**config.mk**
```make
export PLATFORM = sky130hd
export DESIGN_NAME = drive_protection_param_bank
export DESIGN_NICKNAME = d
export VERILOG_FILES = /design/src/inc/drive_protection_param_bank_pkg.sv /design/src/logic/drive_protection_param_bank.sv
export VERILOG_INCLUDE_DIRS = /design/src /design/src/inc
export SDC_FILE = /design/constraint.sdc
export NUM_CORES = 1
export LEC_CHECK = 0
export BUFFER_PORTS_ARGS = -buffer_cell sky130_fd_sc_hd__buf_2
export CAP_MARGIN = 20
export CORE_MARGIN = 3
export CORE_UTILIZATION = 40
export DETAILED_ROUTE_END_ITERATION = 10
export SETUP_SLACK_MARGIN = 0.15
export SLEW_MARGIN = 10
export SYNTH_ARGS = -nofsm -noshare
export SYNTH_HDL_FRONTEND = slang
export SYNTH_SLANG_ARGS = --single-unit
```
**constraint.sdc**
```tcl
create_clock -name CORE_CLK_I -period 8.7 [get_ports CORE_CLK_I]
set_clock_uncertainty 0.1 [all_clocks]
set_input_delay 0.87 -clock CORE_CLK_I [delete_from_list [all_inputs] [get_ports CORE_CLK_I]]
set_output_delay 0.87 -clock CORE_CLK_I [all_outputs]
set_load 0.01 [all_outputs]
```
**src/inc/drive_protection_param_bank_defs.svh**
```systemverilog
// Register indices, value ranges, reset values and codes of the drive parameter bank
`ifndef DRIVE_PROTECTION_PARAM_BANK_DEFS_SVH
`define DRIVE_PROTECTION_PARAM_BANK_DEFS_SVH

// Register indices; byte address is four times the index
`define IDX_OL_MODE 16'h10b5
`define IDX_OL_LEVEL 16'h10b6
`define IDX_OL_DECEL 16'h10b7
`define IDX_OL_SRC 16'h10bb
`define IDX_LOCK_MODE 16'h10bc
`define IDX_RT_EN 16'h10c9
`define IDX_RT_VOLT 16'h10ca
`define IDX_PULL_DECEL 16'h1171
`define IDX_PULL_CUR 16'h1172
`define IDX_OL_MODE2 16'h1529
`define IDX_OL_LEVEL2 16'h152a
`define IDX_OL_DECEL2 16'h152b
`define IDX_OL_SRC2 16'h152c
`define IDX_FREQ 16'h1001
`define IDX_STATUS 16'h1180

`define NUM_SLOTS 14

// Value ranges
`define OL_MODE_MAX 16'h0002
`define OL_LEVEL_MIN 16'h07d0
`define OL_LEVEL_MAX 16'h3a98
`define OL_DECEL_MIN 16'h0001
`define OL_DECEL_MAX 16'h012c
`define OL_SRC_MAX 16'h0001
`define PULL_DECEL_MIN 16'h0001
`define PULL_DECEL_MAX 16'h7530
`define PULL_CUR_MIN 16'h00c8
`define PULL_CUR_MAX 16'h4e20
`define LOCK_MODE_MAX 16'h0003
`define RT_EN_MAX 16'h0001
`define RT_VOLT_MAX 16'h2710
`define FREQ_MAX 16'h0fa0

// Reset values
`define RST_OL_MODE 16'h0001
`define RST_OL_LEVEL 16'h2ee0
`define RST_OL_DECEL 16'h000a
`define RST_OL_SRC 16'h0000
`define RST_LOCK_MODE 16'h0001
`define RST_RT_EN 16'h0000
`define RST_RT_VOLT 16'h0000
`define RST_PULL_DECEL 16'h0005
`define RST_PULL_CUR 16'h2710
`define RST_FREQ 16'h0000

// Lock mode codes
`define LOCK_TERM_ALL 16'h0000
`define LOCK_TERM_FREQ 16'h0001
`define LOCK_ALL 16'h0002
`define LOCK_FREQ 16'h0003
`define LOCK_HIGH 16'h000a

// Status bit positions
`define ST_REF_LOCK 0
`define ST_REF_RANGE 1
`define ST_TERM 2
`define ST_LOCKED 3

`define BE_LOW 2'b11

`endif

```
**src/inc/drive_protection_param_bank_pkg.sv**
```systemverilog
// Types of the drive parameter bank
`include "drive_protection_param_bank_defs.svh"
package drive_protection_param_bank_pkg;

  typedef enum logic [3:0] {
    SL_OL_MODE = 4'h0,
    SL_OL_LEVEL = 4'h1,
    SL_OL_DECEL = 4'h2,
    SL_OL_SRC = 4'h3,
    SL_LOCK_MODE = 4'h4,
    SL_RT_EN = 4'h5,
    SL_RT_VOLT = 4'h6,
    SL_PULL_DECEL = 4'h7,
    SL_PULL_CUR = 4'h8,
    SL_OL_MODE2 = 4'h9,
    SL_OL_LEVEL2 = 4'ha,
    SL_OL_DECEL2 = 4'hb,
    SL_OL_SRC2 = 4'hc,
    SL_FREQ = 4'hd
  } slot_t;

  // Values handed to the motor-control logic
  typedef struct packed {
    logic [15:0] overload_limit_mode;
    logic [15:0] overload_limit_level;
    logic [15:0] overload_decel_rate;
    logic [15:0] overload_level_source;
    logic [15:0] overload_limit_mode_motor2;
    logic [15:0] overload_limit_level_motor2;
    logic [15:0] overload_decel_rate_motor2;
    logic [15:0] overload_level_source_motor2;
    logic [15:0] pullin_restart_decel_rate;
    logic [15:0] pullin_restart_current;
    logic [15:0] write_lock_mode;
    logic [15:0] ride_through_enable;
    logic [15:0] ride_through_start_voltage;
    logic [15:0] output_frequency_setting;
  } param_set_t;

  typedef struct packed {
    logic [`NUM_SLOTS-1:0][15:0] regs;
    logic wait_req;
    logic [31:0] rdata;
    logic ref_lock;
    logic ref_range;
    logic locked;
  } state_t;

endpackage

```
**src/logic/drive_protection_param_bank.sv**
```systemverilog
// Avalon-MM register bank for drive overload, pull-in restart, ride-through and lock parameters
`timescale 1ns/1ps
`default_nettype none
`include "drive_protection_param_bank_defs.svh"

module drive_protection_param_bank
  import drive_protection_param_bank_pkg::*;
#(
  parameter int ADDR_W = 16
) (
  input wire logic CORE_CLK_I,
  input wire logic SYS_RST_I,
  input wire logic [ADDR_W-1:0] AVS_ADDRESS_I,
  input wire logic AVS_READ_I,
  input wire logic AVS_WRITE_I,
  input wire logic [31:0] AVS_WRITEDATA_I,
  input wire logic [3:0] AVS_BYTEENABLE_I,
  input wire logic LOCK_TERM_I,
  output logic [31:0] AVS_READDATA_O,
  output logic AVS_WAITREQUEST_O,
  output param_set_t PARAMS_O,
  output logic WRITE_LOCKED_O
);

  if (ADDR_W < 15 || ADDR_W > 18) begin : g_chk
    $error("ADDR_W must cover the highest register and stay within 18 bits");
  end

  function automatic logic [`NUM_SLOTS-1:0][15:0] reset_regs();
    logic [`NUM_SLOTS-1:0][15:0] r;
    r = '0;
    r[SL_OL_MODE] = `RST_OL_MODE;
    r[SL_OL_LEVEL] = `RST_OL_LEVEL;
    r[SL_OL_DECEL] = `RST_OL_DECEL;
    r[SL_OL_SRC] = `RST_OL_SRC;
    r[SL_LOCK_MODE] = `RST_LOCK_MODE;
    r[SL_RT_EN] = `RST_RT_EN;
    r[SL_RT_VOLT] = `RST_RT_VOLT;
    r[SL_PULL_DECEL] = `RST_PULL_DECEL;
    r[SL_PULL_CUR] = `RST_PULL_CUR;
    r[SL_OL_MODE2] = `RST_OL_MODE;
    r[SL_OL_LEVEL2] = `RST_OL_LEVEL;
    r[SL_OL_DECEL2] = `RST_OL_DECEL;
    r[SL_OL_SRC2] = `RST_OL_SRC;
    r[SL_FREQ] = `RST_FREQ;
    return r;
  endfunction

  localparam state_t RESET_STATE = '{
    regs: reset_regs(),
    wait_req: 1'b1,
    rdata: 32'h0000_0000,
    ref_lock: 1'b0,
    ref_range: 1'b0,
    locked: 1'b0
  };

  // Word index to slot; hit is low for anything unmapped
  function automatic void decode(input logic [15:0] idx, output logic hit, output slot_t sl);
    hit = 1'b1;
    sl = SL_OL_MODE;
    unique case (idx)
      `IDX_OL_MODE: sl = SL_OL_MODE;
      `IDX_OL_LEVEL: sl = SL_OL_LEVEL;
      `IDX_OL_DECEL: sl = SL_OL_DECEL;
      `IDX_OL_SRC: sl = SL_OL_SRC;
      `IDX_LOCK_MODE: sl = SL_LOCK_MODE;
      `IDX_RT_EN: sl = SL_RT_EN;
      `IDX_RT_VOLT: sl = SL_RT_VOLT;
      `IDX_PULL_DECEL: sl = SL_PULL_DECEL;
      `IDX_PULL_CUR: sl = SL_PULL_CUR;
      `IDX_OL_MODE2: sl = SL_OL_MODE2;
      `IDX_OL_LEVEL2: sl = SL_OL_LEVEL2;
      `IDX_OL_DECEL2: sl = SL_OL_DECEL2;
      `IDX_OL_SRC2: sl = SL_OL_SRC2;
      `IDX_FREQ: sl = SL_FREQ;
      default: hit = 1'b0;
    endcase
  endfunction

  function automatic logic in_range(input slot_t sl, input logic [15:0] v);
    in_range = 1'b0;
    unique case (sl)
      SL_OL_MODE, SL_OL_MODE2: in_range = v <= `OL_MODE_MAX;
      SL_OL_LEVEL, SL_OL_LEVEL2:
        in_range = v >= `OL_LEVEL_MIN && v <= `OL_LEVEL_MAX;
      SL_OL_DECEL, SL_OL_DECEL2:
        in_range = v >= `OL_DECEL_MIN && v <= `OL_DECEL_MAX;
      SL_OL_SRC, SL_OL_SRC2: in_range = v <= `OL_SRC_MAX;
      SL_PULL_DECEL:
        in_range = v >= `PULL_DECEL_MIN && v <= `PULL_DECEL_MAX;
      SL_PULL_CUR: in_range = v >= `PULL_CUR_MIN && v <= `PULL_CUR_MAX;
      SL_LOCK_MODE: in_range = v <= `LOCK_MODE_MAX;
      SL_RT_EN: in_range = v <= `RT_EN_MAX;
      SL_RT_VOLT: in_range = v <= `RT_VOLT_MAX;
      SL_FREQ: in_range = v <= `FREQ_MAX;
    endcase
  endfunction

  // Whether a write to a slot is barred by the lock mode and terminal
  function automatic logic barred(input logic [15:0] mode, input logic term, input slot_t sl);
    logic lk;
    logic fr;
    lk = sl == SL_LOCK_MODE;
    fr = sl == SL_FREQ;
    unique case (mode)
      `LOCK_TERM_ALL: barred = term && !lk;
      `LOCK_TERM_FREQ: barred = term && !lk && !fr;
      `LOCK_ALL: barred = !lk;
      `LOCK_FREQ: barred = !lk && !fr;
      default: barred = 1'b0; // High-level access code
    endcase
  endfunction

  state_t s_q;
  state_t s_d;
  logic hit;
  slot_t sl;
  logic [15:0] word_idx;
  logic aligned;
  logic is_status;
  logic req;
  logic wr_now;
  logic bar;
  logic ok_val;
  logic [3:0] status_bits;

  assign word_idx = 16'(AVS_ADDRESS_I >> 2);
  assign aligned = AVS_ADDRESS_I[1:0] == 2'b00;
  assign is_status = aligned && word_idx == `IDX_STATUS;
  assign req = AVS_READ_I || AVS_WRITE_I;

  always_comb begin
    decode(word_idx, hit, sl);
    hit = hit && aligned;
    bar = barred(s_q.regs[SL_LOCK_MODE], LOCK_TERM_I, sl);
    // Upper half must be zero and both low lanes must carry the value; partial words cannot be range checked
    ok_val = in_range(sl, AVS_WRITEDATA_I[15:0]) && AVS_WRITEDATA_I[31:16] == 16'h0000
      && AVS_BYTEENABLE_I[1:0] == `BE_LOW;
    wr_now = AVS_WRITE_I && !s_q.wait_req;
    status_bits = '0;
    status_bits[`ST_REF_LOCK] = s_q.ref_lock;
    status_bits[`ST_REF_RANGE] = s_q.ref_range;
    status_bits[`ST_TERM] = LOCK_TERM_I;
    status_bits[`ST_LOCKED] = s_q.locked;
    s_d = s_q;
    s_d.locked = barred(s_q.regs[SL_LOCK_MODE], LOCK_TERM_I, SL_OL_MODE);
    // One wait cycle per access; the write lands on the edge after the wait ends, where waitrequest is low
    if (!s_q.wait_req) begin
      s_d.wait_req = 1'b1;
    end else if (req) begin
      s_d.wait_req = 1'b0;
      if (hit) begin
        s_d.rdata = {16'h0000, s_q.regs[sl]};
      end else if (is_status) begin
        s_d.rdata = {28'h000_0000, status_bits};
      end else begin
        s_d.rdata = 32'h0000_0000;
      end
    end
    if (wr_now && is_status) begin
      if (AVS_WRITEDATA_I[`ST_REF_LOCK]) begin
        s_d.ref_lock = 1'b0;
      end
      if (AVS_WRITEDATA_I[`ST_REF_RANGE]) begin
        s_d.ref_range = 1'b0;
      end
    end
    // Refusal flags are set after the clear so a refusal is never lost
    if (wr_now && hit) begin
      if (bar) begin
        s_d.ref_lock = 1'b1;
      end else if (!ok_val) begin
        s_d.ref_range = 1'b1;
      end else begin
        s_d.regs[sl] = AVS_WRITEDATA_I[15:0];
      end
    end
  end

  always_ff @(posedge CORE_CLK_I) begin
    if (SYS_RST_I) begin
      s_q <= RESET_STATE;
    end else begin
      s_q <= s_d;
    end
  end

  assign AVS_READDATA_O = s_q.rdata;
  assign AVS_WAITREQUEST_O = s_q.wait_req;
  assign WRITE_LOCKED_O = s_q.locked;
  assign PARAMS_O = '{
    overload_limit_mode: s_q.regs[SL_OL_MODE],
    overload_limit_level: s_q.regs[SL_OL_LEVEL],
    overload_decel_rate: s_q.regs[SL_OL_DECEL],
    overload_level_source: s_q.regs[SL_OL_SRC],
    overload_limit_mode_motor2: s_q.regs[SL_OL_MODE2],
    overload_limit_level_motor2: s_q.regs[SL_OL_LEVEL2],
    overload_decel_rate_motor2: s_q.regs[SL_OL_DECEL2],
    overload_level_source_motor2: s_q.regs[SL_OL_SRC2],
    pullin_restart_decel_rate: s_q.regs[SL_PULL_DECEL],
    pullin_restart_current: s_q.regs[SL_PULL_CUR],
    write_lock_mode: s_q.regs[SL_LOCK_MODE],
    ride_through_enable: s_q.regs[SL_RT_EN],
    ride_through_start_voltage: s_q.regs[SL_RT_VOLT],
    output_frequency_setting: s_q.regs[SL_FREQ]
  };

  // Stored values stay in range, so a refused write that leaks shows at once
  a_mode_range: assert property (@(posedge CORE_CLK_I) disable iff (SYS_RST_I)
    s_q.regs[SL_OL_MODE] <= `OL_MODE_MAX)
    else $error("overload mode out of range");

  a_mode2_range: assert property (@(posedge CORE_CLK_I) disable iff (SYS_RST_I)
    s_q.regs[SL_OL_MODE2] <= `OL_MODE_MAX)
    else $error("second motor overload mode out of range");

  a_level_range: assert property (@(posedge CORE_CLK_I) disable iff (SYS_RST_I)
    s_q.regs[SL_OL_LEVEL] inside {[`OL_LEVEL_MIN:`OL_LEVEL_MAX]})
    else $error("overload level out of range");

  a_level2_range: assert property (@(posedge CORE_CLK_I) disable iff (SYS_RST_I)
    s_q.regs[SL_OL_LEVEL2] inside {[`OL_LEVEL_MIN:`OL_LEVEL_MAX]})
    else $error("second motor overload level out of range");

  a_decel_range: assert property (@(posedge CORE_CLK_I) disable iff (SYS_RST_I)
    s_q.regs[SL_OL_DECEL] inside {[`OL_DECEL_MIN:`OL_DECEL_MAX]})
    else $error("overload decel out of range");

  a_decel2_range: assert property (@(posedge CORE_CLK_I) disable iff (SYS_RST_I)
    s_q.regs[SL_OL_DECEL2] inside {[`OL_DECEL_MIN:`OL_DECEL_MAX]})
    else $error("second motor overload decel out of range");

  a_source_range: assert property (@(posedge CORE_CLK_I) disable iff (SYS_RST_I)
    s_q.regs[SL_OL_SRC2] <= `OL_SRC_MAX)
    else $error("level source out of range");

  a_source1_range: assert property (@(posedge CORE_CLK_I) disable iff (SYS_RST_I)
    s_q.regs[SL_OL_SRC] <= `OL_SRC_MAX)
    else $error("first motor level source out of range");

  a_pullin_range: assert property (@(posedge CORE_CLK_I) disable iff (SYS_RST_I)
    s_q.regs[SL_PULL_DECEL] inside {[`PULL_DECEL_MIN:`PULL_DECEL_MAX]})
    else $error("pull-in value out of range");

  a_current_range: assert property (@(posedge CORE_CLK_I) disable iff (SYS_RST_I)
    s_q.regs[SL_PULL_CUR] inside {[`PULL_CUR_MIN:`PULL_CUR_MAX]})
    else $error("pull-in current out of range");

  a_lock_hold: assert property (@(posedge CORE_CLK_I) disable iff (SYS_RST_I)
    (wr_now && hit && s_q.regs[SL_LOCK_MODE] == 16'h0002 && sl != SL_LOCK_MODE)
    |=> $stable(s_q.regs) && s_q.ref_lock)
    else $error("write passed full lock");

  a_term_lock: assert property (@(posedge CORE_CLK_I) disable iff (SYS_RST_I)
    (wr_now && hit && LOCK_TERM_I && s_q.regs[SL_LOCK_MODE] == 16'h0000 && sl == SL_FREQ)
    |=> $stable(s_q.regs[SL_FREQ]))
    else $error("write passed terminal lock");

  a_freq_open: assert property (@(posedge CORE_CLK_I) disable iff (SYS_RST_I)
    (wr_now && sl == SL_FREQ && hit && ok_val && s_q.regs[SL_LOCK_MODE] == 16'h0003)
    |=> s_q.regs[SL_FREQ] == $past(AVS_WRITEDATA_I[15:0]))
    else $error("frequency write lost under lock 3");

  a_lock_codes: assert property (@(posedge CORE_CLK_I) disable iff (SYS_RST_I)
    s_q.regs[SL_LOCK_MODE] <= 16'h0003)
    else $error("lock mode out of range");

  a_range_keep: assert property (@(posedge CORE_CLK_I) disable iff (SYS_RST_I)
    (wr_now && hit && !bar && !ok_val) |=> $stable(s_q.regs) && s_q.ref_range)
    else $error("out-of-range write stored");

  a_bus_answer: assert property (@(posedge CORE_CLK_I) disable iff (SYS_RST_I)
    (req && AVS_WAITREQUEST_O) |=> !AVS_WAITREQUEST_O ##1 AVS_WAITREQUEST_O)
    else $error("waitrequest did not drop for one cycle");

  a_ride_range: assert property (@(posedge CORE_CLK_I) disable iff (SYS_RST_I)
    s_q.regs[SL_RT_EN] <= `RT_EN_MAX)
    else $error("ride-through value out of range");

  a_volt_range: assert property (@(posedge CORE_CLK_I) disable iff (SYS_RST_I)
    s_q.regs[SL_RT_VOLT] <= `RT_VOLT_MAX)
    else $error("ride-through voltage out of range");

  // Lock behaviour, written from the lock codes rather than from the barred function, except a_good_write, which uses bar
  a_term_all: assert property (@(posedge CORE_CLK_I) disable iff (SYS_RST_I)
    (wr_now && hit && LOCK_TERM_I && s_q.regs[SL_LOCK_MODE] == `LOCK_TERM_ALL
      && sl != SL_LOCK_MODE) |=> $stable(s_q.regs) && s_q.ref_lock)
    else $error("general write passed terminal lock");

  a_term_open: assert property (@(posedge CORE_CLK_I) disable iff (SYS_RST_I)
    (wr_now && hit && !LOCK_TERM_I && s_q.regs[SL_LOCK_MODE] == `LOCK_TERM_ALL && ok_val)
    |=> s_q.regs[$past(sl)] == $past(AVS_WRITEDATA_I[15:0]))
    else $error("write refused with terminal off");

  a_term_freq: assert property (@(posedge CORE_CLK_I) disable iff (SYS_RST_I)
    (wr_now && hit && LOCK_TERM_I && s_q.regs[SL_LOCK_MODE] == `LOCK_TERM_FREQ
      && sl != SL_LOCK_MODE && sl != SL_FREQ) |=> $stable(s_q.regs) && s_q.ref_lock)
    else $error("general write passed terminal lock with frequency open");

  a_freq_term: assert property (@(posedge CORE_CLK_I) disable iff (SYS_RST_I)
    (wr_now && hit && sl == SL_FREQ && ok_val && LOCK_TERM_I
      && s_q.regs[SL_LOCK_MODE] == `LOCK_TERM_FREQ)
    |=> s_q.regs[SL_FREQ] == $past(AVS_WRITEDATA_I[15:0]))
    else $error("frequency write lost under terminal lock 1");

  a_freq_lock3: assert property (@(posedge CORE_CLK_I) disable iff (SYS_RST_I)
    (wr_now && hit && s_q.regs[SL_LOCK_MODE] == `LOCK_FREQ && sl != SL_LOCK_MODE
      && sl != SL_FREQ) |=> $stable(s_q.regs) && s_q.ref_lock)
    else $error("general write passed lock 3");

  a_lock_open: assert property (@(posedge CORE_CLK_I) disable iff (SYS_RST_I)
    (wr_now && hit && sl == SL_LOCK_MODE && AVS_WRITEDATA_I[15:0] <= `LOCK_MODE_MAX
      && AVS_WRITEDATA_I[31:16] == 16'h0000 && AVS_BYTEENABLE_I[1:0] == `BE_LOW)
    |=> s_q.regs[SL_LOCK_MODE] == $past(AVS_WRITEDATA_I[15:0]))
    else $error("lock register write lost");

  a_lock_refuse: assert property (@(posedge CORE_CLK_I) disable iff (SYS_RST_I)
    (wr_now && hit && sl == SL_LOCK_MODE && AVS_WRITEDATA_I[15:0] > `LOCK_MODE_MAX)
    |=> $stable(s_q.regs) && s_q.ref_range)
    else $error("lock code above 3 stored");

  a_good_write: assert property (@(posedge CORE_CLK_I) disable iff (SYS_RST_I)
    (wr_now && hit && !bar && ok_val)
    |=> s_q.regs[$past(sl)] == $past(AVS_WRITEDATA_I[15:0]))
    else $error("accepted write not stored");

  a_locked_flag: assert property (@(posedge CORE_CLK_I) disable iff (SYS_RST_I)
    s_q.regs[SL_LOCK_MODE] == `LOCK_ALL
    |=> WRITE_LOCKED_O)
    else $error("locked flag low under full lock");

  a_status_clear: assert property (@(posedge CORE_CLK_I) disable iff (SYS_RST_I)
    (wr_now && is_status && AVS_WRITEDATA_I[`ST_REF_RANGE])
    |=> !s_q.ref_range)
    else $error("range refusal flag not cleared");

  a_flag_sticky: assert property (@(posedge CORE_CLK_I) disable iff (SYS_RST_I)
    (s_q.ref_lock && !(wr_now && is_status && AVS_WRITEDATA_I[`ST_REF_LOCK]))
    |=> s_q.ref_lock)
    else $error("lock refusal flag lost");

  // Bus side: one wait cycle, and read data from the addressed register or status word, zero when unmapped or misaligned
  a_wait_idle: assert property (@(posedge CORE_CLK_I) disable iff (SYS_RST_I)
    (!req && AVS_WAITREQUEST_O)
    |=> AVS_WAITREQUEST_O)
    else $error("waitrequest dropped with no request");

  a_read_data: assert property (@(posedge CORE_CLK_I) disable iff (SYS_RST_I)
    (AVS_READ_I && AVS_WAITREQUEST_O && hit)
    |=> !AVS_WAITREQUEST_O && AVS_READDATA_O == $past({16'h0000, s_q.regs[sl]}))
    else $error("read data does not match the register");

  a_unmapped_zero: assert property (@(posedge CORE_CLK_I) disable iff (SYS_RST_I)
    (AVS_READ_I && AVS_WAITREQUEST_O && !hit && !is_status)
    |=> AVS_READDATA_O == 32'h0000_0000)
    else $error("unmapped read not zero");

  a_status_term: assert property (@(posedge CORE_CLK_I) disable iff (SYS_RST_I)
    (AVS_READ_I && AVS_WAITREQUEST_O && is_status)
    |=> AVS_READDATA_O[`ST_TERM] == $past(LOCK_TERM_I))
    else $error("status terminal bit wrong");

endmodule // drive_protection_param_bank
`default_nettype wire

```
==> out/qor.yml <==
layout:
  final_nets: 1596
  multi_input_area_um2: 6270
  layout.cells.non_filler: 2002
  post-route-util: 0.437
  syn_to_final_growth_pct: 6.72
  regArea_um2: 4880
  antenna_cells: 0
  fill_cells: 3293
  drive_gt1_frac: 0.255
  final_cell_area_um2: 14300
yosys:
  synth-edff-count: 0
  ys_ff_latch: 244
  netlist-cell-type-count: 79
  ys_warn_count: 0
  ys_seq_area_frac: 0.364
  async_flop_share: 0
  netlist_area_um2: 13400
  synthFlopType: "dfxtp_1"
  avgSynthCellArea_um2: 8.78
  postSynthCellCount: 1529
clocking:
  cts_made_buffers: 27
  cts_setup_buffers: 0
  clk_path_buf_depth: 3
  cts_tree: "done"
  cts_resized: 0
  cts.hold.buffers_added: 0
  clockRootBuffer: "clkbuf_16"
  clk_pin_slew_worst_paths_ps: 60
  clock_sinks: 244
  htree_levels: 1
  clk_latency_ps: 550
sta:
  min_period_ps: 5070
  setup_tns_ps: 0
  setup_viol: 0
  fin_hold_ws_ps: 353
  clock.fmax_mhz: 197
  rsz0062_at_grt: "no"
  hold_viol_final: 0
  worst_slew_pin_slew_ps: 1060
  slew_viol_final: 0
  finalCritPeriodShare: 0.582
  fin_ws_ps: 3630
  relSlewSlack: 0.293
critical_path:
  critPathSlowestCell: "or4_1"
  crit_fanout: 17
  ff2ff_setup_slack_ps: 5550
  crit_type: "in2reg"
  slowest_delay_ps: 830
  cp-startpoint: "AVS_ADDRESS_I[11]"
  reg2reg_depth: 9
  worstSetupEndpoint: "PARAMS_O[54]$_SDFFE_PP0P_"
  critPathCaptureType: "register"
  cp.required_ps: 9020
  critical_path_arrival_ps: 5390
  critPathLaunchType: "input pin"
  path_cells: "buf_2 -> or4b_4 -> nor4_4 -> or2_1 -> or4_1 -> o2111ai_4 -> a31oi_2 -> a21oi_1 -> buf_4 -> and2_1"
  r2r-start: "PARAMS_O[63]$_SDFFE_PP0P_"
  worstReg2RegEnd: "PARAMS_O[54]$_SDFFE_PP0P_"
placement:
  pre_cts_ws_ps: 3000
  place_area_um2: 13400
  port_buffers: 296
  dp_hpwl_um: 34000
  dp_cells: 1950
  gp_congestion: 0.904
power:
  power.internal_mw: 1.85
  irDropWorstVdd_v: 0.000135
  switching_share: 0.228
  p_comb_frac: 0.044
  clkPwrFrac: 0.489
  power.total_mw: 2.39
  p_leak_nw: 6.09
  p_seq_frac: 0.468
  powerDensity_nw_per_um2: 167
  p_sw_uw: 545
drt:
  firstDrtPassIters: 5
  wl_um: 46800
  via_count: 10900
  ant_nets: 0
  wire_per_inst_um: 23.4
  drt-initial-drc-count: 802
  drc: 0
  via_per_inst: 5.45
floorplan:
  core_area_um2: 32800
  fp.dieW_um: 189
  die_y_um: 189
  start_util: 0.409
  rows: 66
  io_pins: 315
  die_area_um2: 35800
grt:
  grt_use_total: 0.250
  grt_pass1_vias: 10300
  grt_antenna_before_repair: 0
  grt_max_degree: 72
  grt_overflow: 0
  grt_pass1_wl_um: 68400
job:
  maxCapViolations: 0
worst_hold_path:
  hp-class: "reg2reg"
run_status:
  status: "finished, final reports clean"
==> worst min path at each step <==
| stage | slack, ps | endpoint | from | cells past startpoint |
|---|---|---|---|---|
| floorplan | 330 | AVS_READDATA_O[10]$_SDFFE_PP0P_ | AVS_READDATA_O[10]$_SDFFE_PP0P_ | 2 |
| global placement | 340 | AVS_READDATA_O[8]$_SDFFE_PP0P_ | AVS_READDATA_O[8]$_SDFFE_PP0P_ | 2 |
| detailed placement | 340 | AVS_READDATA_O[9]$_SDFFE_PP0P_ | AVS_READDATA_O[9]$_SDFFE_PP0P_ | 2 |
| CTS | 350 | AVS_READDATA_O[9]$_SDFFE_PP0P_ | AVS_READDATA_O[9]$_SDFFE_PP0P_ | 2 |
| global route | 380 | AVS_READDATA_O[9]$_SDFFE_PP0P_ | AVS_READDATA_O[9]$_SDFFE_PP0P_ | 2 |
| finish | 350 | AVS_READDATA_O[9]$_SDFFE_PP0P_ | AVS_READDATA_O[9]$_SDFFE_PP0P_ | 2 |
==> Yosys cell counts (5+ instances only) <==
library cell / n / share of area
buf_4: 258 / 0.14
dfxtp_1: 244 / 0.36
mux2i_1: 139 / 0.10
nor2_1: 121 / 0.034
and2_1: 101 / 0.047
clkbuf_1: 75 / 0.021
nand2_1: 65 / 0.018
a211oi_1: 47 / 0.026
a21oi_1: 47 / 0.018
and3_1: 44 / 0.021
o21ai_0: 44 / 0.016
nand2b_1: 31 / 0.014
nand3_1: 28 / 0.010
nor2b_1: 22 / 0.010
a211o_1: 19 / 0.012
nor3_1: 19 / 0.0071
a31oi_1: 17 / 0.0079
nor3b_1: 17 / 0.0095
o211ai_1: 16 / 0.0090
o22ai_1: 15 / 0.0070
nor4_1: 14 / 0.0065
buf_2: 13 / 0.0048
nand4_1: 10 / 0.0047
o21a_1: 7 / 0.0039
or2_2: 7 / 0.0033
inv_1: 6 / 0.0017
nor4b_1: 6 / 0.0039
or3_1: 6 / 0.0028
buf_1: 5 / 0.0014
==> layout make-up <==
type,instances,share of cell area
sequential,244,0.341
clock inverter,6,0.00682
timing repair buffer,321,0.117
clock buffer,44,0.0572
tap,442,0.0386
multi-input combinational,939,0.438
inverter,6,0.00157
==> layout by cell type (no fill, tap or decap), types with 19 or more instances in the layout <==
cell / synthesis / final
mux2i_1: 139 / 139
and3_1: 44 / 44
a211oi_1: 47 / 47
a211o_1: 19 / 19
a21oi_1: 47 / 47
and2_1: 101 / 101
clkbuf_16: 0 / 27
nor3_1: 19 / 19
nor2_1: 121 / 120
nand2b_1: 31 / 31
dfxtp_1: 244 / 244
buf_2: 13 / 295
buf_4: 258 / 26
o21ai_0: 44 / 44
nand3_1: 28 / 28
nand2_1: 65 / 65
nor2b_1: 22 / 22
==> sequential cells by signal, summed over array words and instances, names as in the netlist <==
signal	flops
PARAMS_O	224
AVS_READDATA_O	16
s_q	2
AVS_WAITREQUEST_O	1
WRITE_LOCKED_O	1
==> critical path, delay by kind of cell <==
family	cells	cell delay, ps
simple gates	5	2600
buf+inv	2	380
compound gates	3	1510
==> cells by family after synthesis <==
| group | after synthesis | share of synthesized area |
|---|---|---|
| simple gates | 516 | 0.211 |
| flops | 244 | 0.364 |
| other cells | 1 | 0.000279 |
| compound gates | 266 | 0.142 |
| mux | 141 | 0.105 |
| buf+inv | 361 | 0.177 |
==> power groups by stage <==
stage / sequential (mW) / clock, mW / combinational (mW)
after floorplan: 1.14 / 0 / 0.0586
after global placement: 1.14 / 0 / 0.101
after detailed placement: 1.14 / 0 / 0.102
after CTS: 1.12 / 1.19 / 0.102
after global routing: 1.12 / 1.24 / 0.112
final: 1.12 / 1.17 / 0.105
==> routing by layer <==
metal	vias to the layer above	GRT usage	wire, um
li1	5135	-	-
met1	5201	0.345	20800
met2	493	0.386	20500
met3	79	0.0567	3810
met4	0	0.0854	1690
met5	-	0	0
(Power assumes the default switching activity.)
